--- config.mk ---
export PLATFORM = sky130hd
export DESIGN_NAME = octal_registered_bus_transceiver
export DESIGN_NICKNAME = d
export VERILOG_FILES = /design/src/shared/bus_transceiver_pkg.sv /design/src/shared/storage_path_if.sv /design/src/octal_registered_bus_transceiver.sv /design/src/storage_path.sv
export VERILOG_INCLUDE_DIRS = /design/src /design/src/shared
export SDC_FILE = /design/constraint.sdc
export NUM_CORES = 1
export LEC_CHECK = 0
export BUFFER_PORTS_ARGS = -buffer_cell sky130_fd_sc_hd__buf_2
export CAP_MARGIN = 20
export CORE_ASPECT_RATIO = 1.25
export CORE_MARGIN = 3
export CORE_UTILIZATION = 36
export CTS_CLUSTER_DIAMETER = 30
export DETAILED_ROUTE_END_ITERATION = 12
export GPL_TIMING_DRIVEN = 0
export PLACE_DENSITY_LB_ADDON = 0.05
export SLEW_MARGIN = 10
export SYNTH_ARGS = -nofsm -noshare
export SYNTH_HDL_FRONTEND = slang
export SYNTH_SLANG_ARGS = --single-unit
--- constraint.sdc ---
create_clock -name clk -period 3.64 [get_ports clk]
set_input_delay 1.092 -clock clk [delete_from_list [all_inputs] [get_ports clk]]
set_output_delay 1.092 -clock clk [all_outputs]
set_load 0.02 [all_outputs]
--- src/shared/bus_transceiver_defines.svh ---
/*
  constants for the registered octal bus transceiver: bus width, reset values,
  variant selections and the clk period in ns.
  assumes inclusion by bare name from the package and the design files.
*/
`ifndef BUS_TRANSCEIVER_DEFINES_SVH
`define BUS_TRANSCEIVER_DEFINES_SVH

`define BUS_WIDTH          8
`define STORED_RESET_VALUE 8'h00
`define DRIVE_RESET_VALUE  8'h00
`define VARIANT_TRUE       1'b0
`define VARIANT_INVERTING  1'b1
`define A_SIDE_THREE_STATE 1'b0
`define A_SIDE_OPEN_DRAIN  1'b1
`define CLK_PERIOD_NS      25

`endif

--- src/shared/bus_transceiver_pkg.sv ---
/*
  types shared by the transceiver top and its storage path module.
  assumes the defines header is on the include path.
*/
`include "bus_transceiver_defines.svh"

package bus_transceiver_pkg;

  typedef logic [`BUS_WIDTH-1:0] bus_word_type;

  typedef enum logic {
    SOURCE_LIVE   = 1'b0,
    SOURCE_STORED = 1'b1
  } source_select_type;

endpackage

--- src/shared/storage_path_if.sv ---
/*
  carrier between the transceiver top and one storage path: the synchronised
  source bus word going in and the stored word coming back.
  assumes both ends run on the same clk.
*/
`timescale 1ns/1ps
`default_nettype none

interface storage_path_if;
  import bus_transceiver_pkg::*;

  bus_word_type source;
  bus_word_type stored;
  logic         captured;

  modport path (
    input  source,
    output stored,
    output captured
  );

  modport owner (
    output source,
    input  stored,
    input  captured
  );
endinterface

`default_nettype wire

--- src/octal_registered_bus_transceiver.sv ---
/*
  eight-bit registered bus transceiver between bus a and bus b, with one
  storage register, one enable and one select per direction.
  assumes all control and bus pins are asynchronous to clk and that the
  surrounding wire logic resolves each bus from the enables.
*/
`timescale 1ns/1ps
`default_nettype none

//////////////////////////////////////////////////////////////////////////////
// Behaviour
// [RULE1] each storage register captures its source bus at its own clock rising edge, regardless of selects and enables.
// [RULE2] per direction, select low sends live bus data and select high sends that direction's stored word.
// [RULE3] changing a select never makes a decoding glitch on the output.
// [RULE4] bus b drives while the a-to-b enable is high, bus a drives while the active-low b-to-a enable is low.
// [RULE5] the two directions have separate registers and enables and work independently.
// [RULE6] with both selects live and both enables active each bus is driven from the other, holding the last value.
// [RULE7] the design builds either as a true or an inverting transceiver for live and stored data alike.
// [RULE8] the a side drives either three-state or pull-low only; the b side is always three-state.
// [RULE9] both enables high with both clocks rising stores a data in both registers and drives a onto b.
// [RULE10] both enables low with both clocks rising stores b data in both registers and drives b onto a.
// [RULE11] both enables low with b-to-a select low drives live b data onto a continuously.
// [RULE12] both enables high with a-to-b select low drives live a data onto b.
// [RULE13] capture is never gated by the enables; only driving depends on them.
// [RULE14] to load both registers from one bus with stored selects, the outside staggers the two clocks.
// [RULE15] with live selects, the outside may pulse both clocks together.
// [RULE16] a register without a rising clock keeps its contents; the code still clears both registers to STORED_RESET_VALUE on rst.
// [RULE17] a-to-b enable low and b-to-a enable high isolates both sides while clocks still load.
module octal_registered_bus_transceiver
  import bus_transceiver_pkg::*;
#(
  parameter int       WIDTH       = `BUS_WIDTH,
  parameter bit       INVERTING   = `VARIANT_TRUE,
  parameter bit       A_OPEN_DRAIN = `A_SIDE_THREE_STATE
)
(
  input  wire logic              clk,
  input  wire logic              rst,
  input  wire logic              a_to_b_output_enable,
  input  wire logic              b_to_a_output_enable_n,
  input  wire logic              a_to_b_source_select,
  input  wire logic              b_to_a_source_select,
  input  wire logic              a_register_clock,
  input  wire logic              b_register_clock,
  input  wire logic [WIDTH-1:0]  a_in,
  output var  logic [WIDTH-1:0]  a_out,
  output var  logic [WIDTH-1:0]  a_oe,
  input  wire logic [WIDTH-1:0]  b_in,
  output var  logic [WIDTH-1:0]  b_out,
  output var  logic [WIDTH-1:0]  b_oe
);

  if (WIDTH != `BUS_WIDTH) begin : g_width_check
    $error("WIDTH must equal the bus word width");
  end

  //////////////////////////////////////////////////////////////////////////////
  // pin synchronisers for buses and controls

  bus_word_type a_meta;
  bus_word_type a_sync;
  bus_word_type b_meta;
  bus_word_type b_sync;
  logic [1:0]   enable_meta;
  logic [1:0]   enable_sync;
  logic [1:0]   select_meta;
  logic [1:0]   select_sync;

  always_ff @(posedge clk or posedge rst) begin
    if (rst) begin
      a_meta <= `DRIVE_RESET_VALUE;
      a_sync <= `DRIVE_RESET_VALUE;
    end else begin
      a_meta <= a_in;
      a_sync <= a_meta;
    end
  end

  always_ff @(posedge clk or posedge rst) begin
    if (rst) begin
      b_meta <= `DRIVE_RESET_VALUE;
      b_sync <= `DRIVE_RESET_VALUE;
    end else begin
      b_meta <= b_in;
      b_sync <= b_meta;
    end
  end

  // reset values: both enables inactive, the b-to-a one being active low
  always_ff @(posedge clk or posedge rst) begin
    if (rst) begin
      enable_meta <= 2'h2;
      enable_sync <= 2'h2;
    end else begin
      enable_meta <= {b_to_a_output_enable_n, a_to_b_output_enable};
      enable_sync <= enable_meta;
    end
  end

  // reset values: both selects live
  always_ff @(posedge clk or posedge rst) begin
    if (rst) begin
      select_meta <= 2'h0;
      select_sync <= 2'h0;
    end else begin
      select_meta <= {b_to_a_source_select, a_to_b_source_select};
      select_sync <= select_meta;
    end
  end

  logic              a_to_b_enable;
  logic              b_to_a_enable;
  source_select_type a_to_b_source;
  source_select_type b_to_a_source;

  assign a_to_b_enable  = enable_sync[0];                   // [RULE4]
  assign b_to_a_enable  = ~enable_sync[1];                  // [RULE4]
  assign a_to_b_source  = source_select_type'(select_sync[0]);
  assign b_to_a_source  = source_select_type'(select_sync[1]);

  //////////////////////////////////////////////////////////////////////////////
  // storage paths, one per direction

  storage_path_if a_path ();
  storage_path_if b_path ();

  assign a_path.source = a_sync;                            // [RULE13]
  assign b_path.source = b_sync;                            // [RULE13]

  storage_path u_a_store (                                  // [RULE5]
    .clk            (clk),
    .rst            (rst),
    .register_clock (a_register_clock),
    .port_side      (a_path.path)
  );

  storage_path u_b_store (                                  // [RULE5]
    .clk            (clk),
    .rst            (rst),
    .register_clock (b_register_clock),
    .port_side      (b_path.path)
  );

  //////////////////////////////////////////////////////////////////////////////
  // source selection and polarity

  bus_word_type invert_mask;
  bus_word_type next_b_word;
  bus_word_type next_a_word;

  assign invert_mask = INVERTING ? {WIDTH{1'b1}} : {WIDTH{1'b0}};   // [RULE7]

  always_comb begin
    unique case (a_to_b_source)
      SOURCE_LIVE:   next_b_word = a_sync ^ invert_mask;            // [RULE2] [RULE12] [RULE9]
      SOURCE_STORED: next_b_word = a_path.stored ^ invert_mask;     // [RULE2]
    endcase
  end

  always_comb begin
    unique case (b_to_a_source)
      SOURCE_LIVE:   next_a_word = b_sync ^ invert_mask;            // [RULE2] [RULE11] [RULE10]
      SOURCE_STORED: next_a_word = b_path.stored ^ invert_mask;     // [RULE2]
    endcase
  end

  //////////////////////////////////////////////////////////////////////////////
  // output drivers, registered so a select change cannot glitch

  bus_word_type next_a_out;
  bus_word_type next_a_oe;

  // the pull-low build enables a bit only where the word is zero
  always_comb begin
    if (A_OPEN_DRAIN) begin
      next_a_out = {WIDTH{1'b0}};                           // [RULE8]
      next_a_oe  = {WIDTH{b_to_a_enable}} & ~next_a_word;   // [RULE8]
    end else begin
      next_a_out = next_a_word;
      next_a_oe  = {WIDTH{b_to_a_enable}};
    end
  end

  // b side is three-state in every build
  always_ff @(posedge clk or posedge rst) begin
    if (rst) begin
      b_out <= `DRIVE_RESET_VALUE;
    end else begin
      b_out <= next_b_word;                                 // [RULE3]
    end
  end

  always_ff @(posedge clk or posedge rst) begin
    if (rst) begin
      b_oe <= `DRIVE_RESET_VALUE;
    end else begin
      b_oe <= {WIDTH{a_to_b_enable}};                       // [RULE4] [RULE17]
    end
  end

  // both enables active with live selects closes the loop a->b->a [RULE6]
  always_ff @(posedge clk or posedge rst) begin
    if (rst) begin
      a_out <= `DRIVE_RESET_VALUE;
    end else begin
      a_out <= next_a_out;                                  // [RULE3]
    end
  end

  // a disabled side only listens
  always_ff @(posedge clk or posedge rst) begin
    if (rst) begin
      a_oe <= `DRIVE_RESET_VALUE;
    end else begin
      a_oe <= next_a_oe;                                    // [RULE4] [RULE17]
    end
  end

endmodule // octal_registered_bus_transceiver

`default_nettype wire

--- src/storage_path.sv ---
/*
  one direction's storage register: synchronises the register clock pin,
  finds its rising edge and captures the source word on it.
  assumes source is already synchronised to clk by the owner.
*/
`timescale 1ns/1ps
`default_nettype none

module storage_path
  import bus_transceiver_pkg::*;
(
  input  wire logic  clk,
  input  wire logic  rst,
  input  wire logic  register_clock,
  storage_path_if.path port_side
);

  //////////////////////////////////////////////////////////////////////////////
  // register clock pin synchroniser and edge finder

  logic clock_meta;
  logic clock_sync;
  logic clock_last;
  logic rising;

  always_ff @(posedge clk or posedge rst) begin
    if (rst) begin
      clock_meta <= 1'b0;
      clock_sync <= 1'b0;
    end else begin
      clock_meta <= register_clock;
      clock_sync <= clock_meta;
    end
  end

  always_ff @(posedge clk or posedge rst) begin
    if (rst) begin
      clock_last <= 1'b0;
    end else begin
      clock_last <= clock_sync;
    end
  end

  assign rising = clock_sync & ~clock_last;

  //////////////////////////////////////////////////////////////////////////////
  // stored word

  always_ff @(posedge clk or posedge rst) begin
    if (rst) begin
      port_side.stored <= `STORED_RESET_VALUE;
    end else if (rising) begin
      port_side.stored <= port_side.source;   // [RULE1] [RULE13]
    end
  end                                         // [RULE16]

  always_ff @(posedge clk or posedge rst) begin
    if (rst) begin
      port_side.captured <= 1'b0;
    end else begin
      port_side.captured <= rising;
    end
  end

endmodule // storage_path

`default_nettype wire

# == Yosys cells after proc, flatten, opt, wreduce, memory -nomap -nowiden ==
# Cells that the tools add are included.
# word_totals
wordCells,29
in_bits,24
output_inout_bits,32
regBits,80
# op_classes
bitwise,7
n_mux,2
# op_table
operator,n
case mux 8 bit (2 select lines),2
NOT 1 bit,5
bitwise AND 1 bit,2

# == Logic depth before layout (Yosys ltp) ==
# Gate-level depths: netlist of the first run.
# depth
word_depth,2
depth_mapped,3
ltp_nobuf,2

# == Modules after synthesis ==
# A second synthesis of the first run with hierarchy kept.
# unflattened
hier_cells,138
area_unflattened_um2,2745.1
# modules_own_cells
mod,n_inst,cells_each,area_per_inst_um2,seq_area_each_um2
octal_registered_bus_transceiver,1,92,1829.3,1453.9
storage_path,2,23,457.9,300.3

# == Least setup slack after synthesis of the first run ==
# OpenSTA, ideal clock, no wires.
# synth_path
path_kind,register -> output
start,"register, netlist name a_oe[0]"
end,output a_oe[1]
stages_incl_launch_ff,2
arrival_ns,0.721
path_buffers,1
t_required_ns,2.548
setup_slack_ns,1.827
cell_sequence,dfrtp_1 -> buf_4
# synth_lines
element,line,source
"end, declared",octal_registered_bus_transceiver.sv:47,"output var logic [WIDTH-1:0] a_oe,"
# No word-level cell between the ends.

# == Worst setup path in the final report of the first run ==
# layout_path
start,"register, netlist name b_oe[0]"
end,output b_oe[1]
# layout_lines
element,line,source
"end, declared",octal_registered_bus_transceiver.sv:50,output var logic [WIDTH-1:0] b_oe
# No word-level cell between the ends.

==> results of run 1 <==
path summary, 6_finish.rpt:
check	start	to	slack, ns	depth (start not counted)
worst max register to register	u_a_store.clock_sync	u_a_store.port_side.stored[6]	2.56	3
min in group asynchronous	rst	b_oe[0]	0.67	2
worst min-delay path	b_meta[4]	b_path.source[4]	0.35	0
worst min register to register	b_meta[4]	b_path.source[4]	0.35	0
max in group asynchronous	rst	b_path.source[3]	2.40	3
worst max-delay path	b_oe[0]	b_oe[1]	1.44	2
through the flow:
stage	TNS (ns)	utilization [%]	area, µm²	total power, W	hold WS (ns)
floorplan	0	-	2600	0.00114	0.331
global placement	-19.37	42.8	2990	0.00120	0.331
detailed placement	0	43.2	3020	0.00121	0.335
CTS	0	46.1	3210	0.00186	0.351
global route	0	46.1	3210	0.00192	0.355
finish	0	46.1	3210	0.00183	0.350
power breakdown:
part	switching (W)	internal, W	total (W)
logic	0.0000963	0.000102	0.000198
registers	0.0000301	0.000964	0.000994
clock network	0.000283	0.000353	0.000636
total	0.000409	0.00142	0.00183
critical path, stage by stage (launching register included):
cell and delay [ns]:
dfrtp_1 0.46, buf_4 0.16, buf_2 0.15
layout make-up:
cell class	count	area [µm²]	area share, %
inverters	2	10.0	0.311
clock buffers	13	159	4.94
plain buffers	18	138	4.28
flip-flops and latches	80	2000	62.4
well taps	90	113	3.50
clock inverters	3	40.0	1.25
multi-input cells	34	448	13.9
repair buffers	56	303	9.42
flip-flops by register name, summed over array words and instances, names as in the netlist:
name / count
a_meta: 8
a_oe: 1
a_out: 8
a_path.source: 8
b_meta: 8
b_oe: 1
b_out: 8
b_path.source: 8
enable_meta: 2
enable_sync: 2
select_meta: 2
select_sync: 2
u_a_store.clock_last: 1
u_a_store.clock_meta: 1
u_a_store.clock_sync: 1
u_a_store.port_side.stored: 8
u_b_store.clock_last: 1
u_b_store.clock_meta: 1
u_b_store.clock_sync: 1
u_b_store.port_side.stored: 8
placed cells by master (no fill, tap or decap):
cell type  Yosys  final
mux2_4        16     16
mux2_2        16     16
buf_2          2     57
dfrtp_1       78     78
bufinv_16      0      1
inv_4          0      1
buf_4         14     14
buf_6          2      2
inv_1          2      1
clkbuf_8       0     11
nand2b_4       2      2
buf_16         0      1
clkbuf_1       0      2
clkinv_2       0      2
dfstp_2        2      2
metal layers:
layer | global-route usage, % | vias to the layer above | wire (µm)
met2 | 17.7 | 31 | 2070
li1 | - | 554 | -
met5 | 0 | - | 0
met1 | 12.4 | 593 | 1510
met4 | 7.29 | 0 | 120
met3 | 3.40 | 11 | 201
cell families (layout without fill, tap and decap cells):
family	after synthesis	in the layout	share of synthesized area (%)
AND/OR/NAND/NOR	2	2	1.06
multiplexers	32	32	16.2
buffers and inverters	20	92	5.59
flip-flops	80	80	77.2
==> flow_metrics.env, run 1 <==
export IMPL_synth_top_cells_by_count="78 x dfrtp_1, 16 x mux2_2, 16 x mux2_4"
export IMPL_via_per_inst=4.02
export IMPL_path_class="flip-flop to output pin"
export IMPL_yosysUniqueCellTypes=9
export IMPL_synth_edf_count=0
export IMPL_yosysTopAreaCell="dfrtp_1"
export IMPL_cts_tree="yes"
export IMPL_finalSetupViolations=0
export IMPL_drc_errors=0
export IMPL_maxCapViolCount=0
export IMPL_status="complete, no violations"
export IMPL_grt_max_degree=68
export IMPL_cp_arrival_ns=1.11
export IMPL_cts_buffers=9
export IMPL_drt_iter0_drc=38
export IMPL_clk_insertion_delay_late_ns=0.33
export IMPL_die_w_um=82.0
export IMPL_syn_area_um2=2600
export IMPL_vias=1189
export IMPL_place_inst=280
export IMPL_crit_required_ns=2.55
export IMPL_final_hold_violation_count=0
export IMPL_cp_end_kind="output pin"
export IMPL_grt_pass1_vias=1278
export IMPL_synthFlopType="dfrtp_1"
export IMPL_dp_hpwl_um=2560
export IMPL_fin_nets=225
export IMPL_drtPass1Iterations=2
export IMPL_ir_drop_uv=219
export IMPL_fin_skew_ns=0.00848
export IMPL_avgSynthCellArea_um2=19.4
export IMPL_synth_most_common_cell="dfrtp_1"
export IMPL_num_rows=34
export IMPL_antenna_found_initial=0
export IMPL_ant_nets=0
export IMPL_clockBufferDepth=2
export IMPL_power_leakage_nw=1.58
export IMPL_numClockSinks=80
export IMPL_die_height_um=101
export IMPL_finalNonFillerCells=296
export IMPL_ys_seq_elements=80
export IMPL_nFillCells=637
export IMPL_clk_pin_slew_ns=0.08
export IMPL_gr_total_overflow=0
export IMPL_holdBufCountCts=0
export IMPL_worstSetupStartpointType="flip-flop"
export IMPL_ys_seq_area_share_pct=77.2
export IMPL_io_pins=56
export IMPL_yosysWarningCount=0
export IMPL_maxSlewViolCount=0
export IMPL_syn_instance_count=134
export IMPL_htreeDepth=3
export IMPL_fp_dieArea_um2=8280
export IMPL_period_minus_slack_ns=2.20
export IMPL_grt_pass1_wl_um=6510
export IMPL_powerDensity_nw_per_um2=569
export IMPL_layout_drive_gt1_share_pct=60.7
export IMPL_worst_slack_ns=1.44
export IMPL_clock_tree_root_cell="clkbuf_8"
export IMPL_grtUsageTotal_pct=11.0
export IMPL_crit_fanout=8
export IMPL_syn_to_final_growth_pct=23.7
export IMPL_route_detailed_wl_per_inst_um=13.2
export IMPL_syn_nets=158
export IMPL_ys_top_cells_by_area="dfrtp_1 75%, mux2_4 9.2%, mux2_2 6.9%"
export IMPL_port_buffer_count=55
export IMPL_min_period_over_period_pct=60.4
export IMPL_min_path_type="flip-flop to flip-flop"
export IMPL_max_freq_mhz=455
export IMPL_gp_congestion=0.642
export IMPL_core_um2=6980
export IMPL_rsz0062_at_grt="no"
export IMPL_place_ws_ns=1.80
export IMPL_cts_setup_buffers=0
export IMPL_worst_pin_slew_ns=0.321
export IMPL_initial_core_util_pct=37.2
export IMPL_post_cts_resized=0
export IMPL_routed_wl_um=3900
export IMPL_max_slew_margin_pct=78.6
export IMPL_synth_top_area_share_pct=75.1
export IMPL_async_reset_ff_share_pct=100
export IMPL_antennaDiodeCount=0
(Power assumes the default switching activity.)
==> run 2: changes to the inputs <==
Clock period 3.64 ns to 2.3 ns, I/O delays scaled along.
==> flow_metrics.env, run 2 (same netlist as run 1, synthesis figures left out) <==
export IMPL_final_cell_mix="78 x dfrtp_1, 57 x buf_2, 16 x mux2_2, 16 x mux2_4, 14 x buf_4"
export IMPL_cts_buffers=9
export IMPL_sequentialPowerShare_pct=52.8
export IMPL_finalSetupViolations=0
export IMPL_drt_iter0_drc=37
export IMPL_gr_total_overflow=0
export IMPL_period_minus_slack_ns=1.78
export IMPL_nFillCells=632
export IMPL_maxCapViolCount=0
export IMPL_cp_arrival_ns=1.09
export IMPL_numClockSinks=80
export IMPL_die_w_um=82.0
export IMPL_core_um2=6980
export IMPL_antennaDiodeCount=0
export IMPL_drc_errors=0
export IMPL_r2r_slack_ns=1.22
export IMPL_layout_commonest_cell="dfrtp_1"
export IMPL_post_cts_resized=0
export IMPL_holdBufCountCts=0
export IMPL_power_frac_comb_pct=10.4
export IMPL_grtUsageTotal_pct=10.8
export IMPL_cts_setup_buffers=0
export IMPL_place_ws_ns=0.716
export IMPL_max_slew_margin_pct=44.5
export IMPL_ant_nets=0
export IMPL_setup_tns_final_ns=0
export IMPL_power_w=0.00298
export IMPL_rsz0062_at_grt="no"
export IMPL_critical_path_top_delay_family="flip-flops"
export IMPL_layout_drive_gt1_share_pct=60.2
export IMPL_clock_tree_root_cell="clkbuf_8"
export IMPL_slowest_stage="dfrtp_1"
export IMPL_min_path_type="flip-flop to flip-flop"
export IMPL_via_per_inst=4.13
export IMPL_num_rows=34
export IMPL_worst_slack_ns=0.521
export IMPL_ir_drop_uv=432
export IMPL_fin_skew_ns=0.00980
export IMPL_dpl_cell_area_um2=3010
export IMPL_fin_nets=225
export IMPL_finalNonFillerCells=296
export IMPL_cts_tree="yes"
export IMPL_p_clk_share_pct=36.8
export IMPL_min_period_over_period_pct=77.4
export IMPL_max_freq_mhz=562
export IMPL_worstPathCellList="buf_4, buf_2"
export IMPL_internal_power_w=0.00233
export IMPL_final_hold_violation_count=0
export IMPL_gp_congestion=0.660
export IMPL_die_height_um=101
export IMPL_final_area_um2=3220
export IMPL_power_leakage_nw=1.58
export IMPL_worst_pin_slew_ns=0.831
export IMPL_crit_fanout=8
export IMPL_grt_pass1_wl_um=6350
export IMPL_switchingPower_w=0.000654
export IMPL_fp_dieArea_um2=8280
export IMPL_powerDensity_nw_per_um2=925
export IMPL_grt_pass1_vias=1322
export IMPL_port_buffer_count=55
export IMPL_routed_wl_um=3870
export IMPL_clk_pin_slew_ns=0.07
export IMPL_dp_hpwl_um=2600
export IMPL_worstSetupStartpointType="flip-flop"
export IMPL_antenna_found_initial=0
export IMPL_path_class="flip-flop to output pin"
export IMPL_grt_max_degree=42
export IMPL_htreeDepth=3
export IMPL_switching_share_pct=21.9
export IMPL_status="complete, no violations"
export IMPL_clk_insertion_delay_late_ns=0.34
export IMPL_maxSlewViolCount=0
export IMPL_io_pins=56
export IMPL_route_detailed_wl_per_inst_um=13.1
export IMPL_syn_to_final_growth_pct=24.1
export IMPL_vias=1221
export IMPL_drtPass1Iterations=3
export IMPL_cp_buffers_inverters=2
export IMPL_crit_path_max_incr_delay_ns=0.45
export IMPL_place_inst=280
export IMPL_crit_required_ns=1.61
export IMPL_clockBufferDepth=2
export IMPL_cp_end_kind="output pin"
export IMPL_initial_core_util_pct=37.2
[run 2: worst register-to-register path, stage by stage (launching register included)]
cell and delay [ns]:
dfrtp_1 0.42, nand2b_4 0.08, buf_6 0.16, mux2_4 0.32
[run 2: final cells by class]
| type | count | area [µm²] | area share (%) |
|---|---|---|---|
| Clock inverter | 3 | 65.1 | 2.02 |
| Inverter | 2 | 11.3 | 0.349 |
| Buffer | 18 | 138 | 4.27 |
| Multi-Input combinational cell | 34 | 448 | 13.9 |
| Timing Repair Buffer | 56 | 295 | 9.16 |
| Clock buffer | 13 | 149 | 4.62 |
| Sequential cell | 80 | 2000 | 62.2 |
| Tap cell | 90 | 113 | 3.49 |
[run 2: worst paths after layout]
kind                                      start                            end  cells past startpoint
min in group asynchronous                   rst                      b_meta[3]                      2
setup / recovery                        b_oe[0]                        b_oe[4]                      2
setup reg to reg           u_a_store.clock_sync  u_a_store.port_side.stored[0]                      3
max in group asynchronous                   rst                       b_out[3]                      3
hold / removal                   select_meta[0]                 select_sync[0]                      0
hold reg to reg                  select_meta[0]                 select_sync[0]                      0
[run 2: layer usage]
layer | routed length (µm) | track usage [%] | up-vias
li1 | - | - | 555
met1 | 1510 | 11.6 | 619
met2 | 2020 | 17.5 | 39
met3 | 243 | 5.01 | 8
met4 | 87 | 5.37 | 0
met5 | 0 | 0 | -
[run 2: power groups by stage]
stage | registers, W | logic [W] | clock network (W)
after floorplan | 0.00164 | 0.000173 | 0
after global placement | 0.00160 | 0.000307 | 0
after detailed placement | 0.00160 | 0.000318 | 0
after CTS | 0.00158 | 0.000318 | 0.00114
after global routing | 0.00159 | 0.000337 | 0.00121
final | 0.00157 | 0.000309 | 0.00110
[run 2: through the flow]
| stage | util [%] | hold WS [ns] |
|---|---|---|
| finish | 46.2 | 0.352 |
| global route | 46.2 | 0.361 |
| CTS | 46.2 | 0.354 |
| detailed placement | 43.1 | 0.336 |
| global placement | 42.8 | 0.332 |
| floorplan | - | 0.331 |
==> run 3: changes to the inputs <==
Clock period 2.3 ns to 1.65 ns, I/O delays scaled along.
==> flow_metrics.env, run 3 (same netlist as run 1, synthesis figures left out) <==
export IMPL_min_period_over_period_pct=95.8
export IMPL_route_detailed_wl_per_inst_um=13.1
export IMPL_die_height_um=101
export IMPL_period_minus_slack_ns=1.58
export IMPL_io_pins=56
export IMPL_crit_path_max_incr_delay_ns=0.45
export IMPL_max_slew_margin_pct=44.4
export IMPL_routed_wl_um=3870
export IMPL_drt_iter0_drc=37
export IMPL_initial_core_util_pct=37.2
export IMPL_reg2reg_to="u_a_store.port_side.stored[0]"
export IMPL_dp_hpwl_um=2600
export IMPL_final_hold_violation_count=0
export IMPL_r2r_cells=3
export IMPL_gp_congestion=0.660
export IMPL_fin_nets=225
export IMPL_clockBufferDepth=2
export IMPL_port_buffer_count=55
export IMPL_layout_commonest_cell="dfrtp_1"
export IMPL_place_ws_ns=0.261
export IMPL_cp_arrival_ns=1.09
export IMPL_htreeDepth=3
export IMPL_core_um2=6980
export IMPL_fin_skew_ns=0.00981
export IMPL_rsz0062_at_grt="no"
export IMPL_critical_path_top_delay_family="flip-flops"
export IMPL_worst_slack_ns=0.0696
export IMPL_clk_pin_slew_ns=0.08
export IMPL_clock_tree_root_cell="clkbuf_8"
export IMPL_cp_end_kind="output pin"
export IMPL_worst_pin_slew_ns=0.832
export IMPL_r2r_start="u_a_store.clock_sync"
export IMPL_grt_pass1_vias=1322
export IMPL_worstSetupStartpointType="flip-flop"
export IMPL_die_w_um=82.0
export IMPL_via_per_inst=4.13
export IMPL_grtUsageTotal_pct=10.8
export IMPL_gr_total_overflow=0
export IMPL_layout_drive_gt1_share_pct=60.7
export IMPL_maxCapViolCount=0
export IMPL_cp_buffers_inverters=2
export IMPL_ir_drop_uv=602
export IMPL_finalSetupViolations=0
export IMPL_grt_max_degree=42
export IMPL_path_class="flip-flop to output pin"
export IMPL_power_leakage_nw=1.58
export IMPL_crit_fanout=8
export IMPL_max_freq_mhz=633
export IMPL_crit_cells=2
export IMPL_clk_insertion_delay_late_ns=0.34
export IMPL_cts_buffers=9
export IMPL_maxSlewViolCount=0
export IMPL_dpl_cell_area_um2=3010
export IMPL_worstPathCellList="buf_4, buf_2"
export IMPL_status="complete, no violations"
export IMPL_crit_required_ns=1.15
export IMPL_r2r_slack_ns=0.57
export IMPL_final_cell_mix="77 x dfrtp_1, 57 x buf_2, 16 x mux2_2, 16 x mux2_4, 14 x buf_4"
export IMPL_antenna_found_initial=0
export IMPL_antennaDiodeCount=0
export IMPL_ant_nets=0
export IMPL_fin_util_pct=46.2
export IMPL_crit_start="a_oe[0]"
export IMPL_cts_tree="yes"
export IMPL_holdBufCountCts=0
export IMPL_final_area_um2=3220
export IMPL_numClockSinks=80
export IMPL_num_rows=34
export IMPL_vias=1222
export IMPL_worstSetupEndpoint="a_oe[5]"
export IMPL_cts_setup_buffers=0
export IMPL_powerDensity_nw_per_um2=1290
export IMPL_post_cts_resized=0
export IMPL_min_path_type="primary input to flip-flop"
export IMPL_drc_errors=0
export IMPL_grt_pass1_wl_um=6350
export IMPL_drtPass1Iterations=3
export IMPL_syn_to_final_growth_pct=24.1
export IMPL_slowest_stage="dfrtp_1"
export IMPL_fp_dieArea_um2=8280
[run 3: changes by cell type in the layout (fill, tap and decap cells not counted)]
cell / change
dfrtp_2: +1
dfrtp_1: -1
[run 3: where the power goes]
group	internal [W]	switching (W)	total (W)
clock	0.000894	0.000634	0.00153
sequential	0.00213	0.0000686	0.00220
combinational	0.000222	0.000209	0.000431
total	0.00324	0.000912	0.00415
[run 3: worst min-delay path by stage]
stage	start	endpoint	slack [ns]	cells past startpoint
after floorplan	a_meta[0]	a_path.source[0]	0.33	0
after global placement	a_meta[7]	a_path.source[7]	0.33	0
after detailed placement	a_meta[4]	a_path.source[4]	0.34	0
after CTS	a_register_clock	u_a_store.clock_meta	0.24	1
after global routing	b_to_a_source_select	select_meta[1]	0.22	1
final	a_register_clock	u_a_store.clock_meta	0.25	1
[run 3: routing by layer]
layer	wire [µm]	vias up	track usage [%]
met2	2030	39	17.5
met3	243	8	5.01
met1	1520	620	11.6
met5	0	-	0
met4	87	0	5.37
li1	-	555	-
[run 3: through the flow]
step / hold WS [ns] / TNS (ns) / std cells / power (W)
finish: 0.255 / 0 / 296 / 0.00415
global route: 0.223 / 0 / 296 / 0.00437
floorplan: 0.331 / 0 / 134 / 0.00252
CTS: 0.236 / 0 / 296 / 0.00423
global placement: 0.332 / -16.06 / 279 / 0.00265
detailed placement: 0.336 / 0 / 280 / 0.00268
[run 3: layout make-up]
cell class | instances | area, µm²
fill | 632 | 3750
sequential | 80 | 2010
multi-input combinational | 34 | 448
timing repair buffer | 56 | 295
clock buffer | 13 | 149
buffer | 18 | 138
tap | 90 | 113
clock inverter | 3 | 65.1
inverter | 2 | 11.3
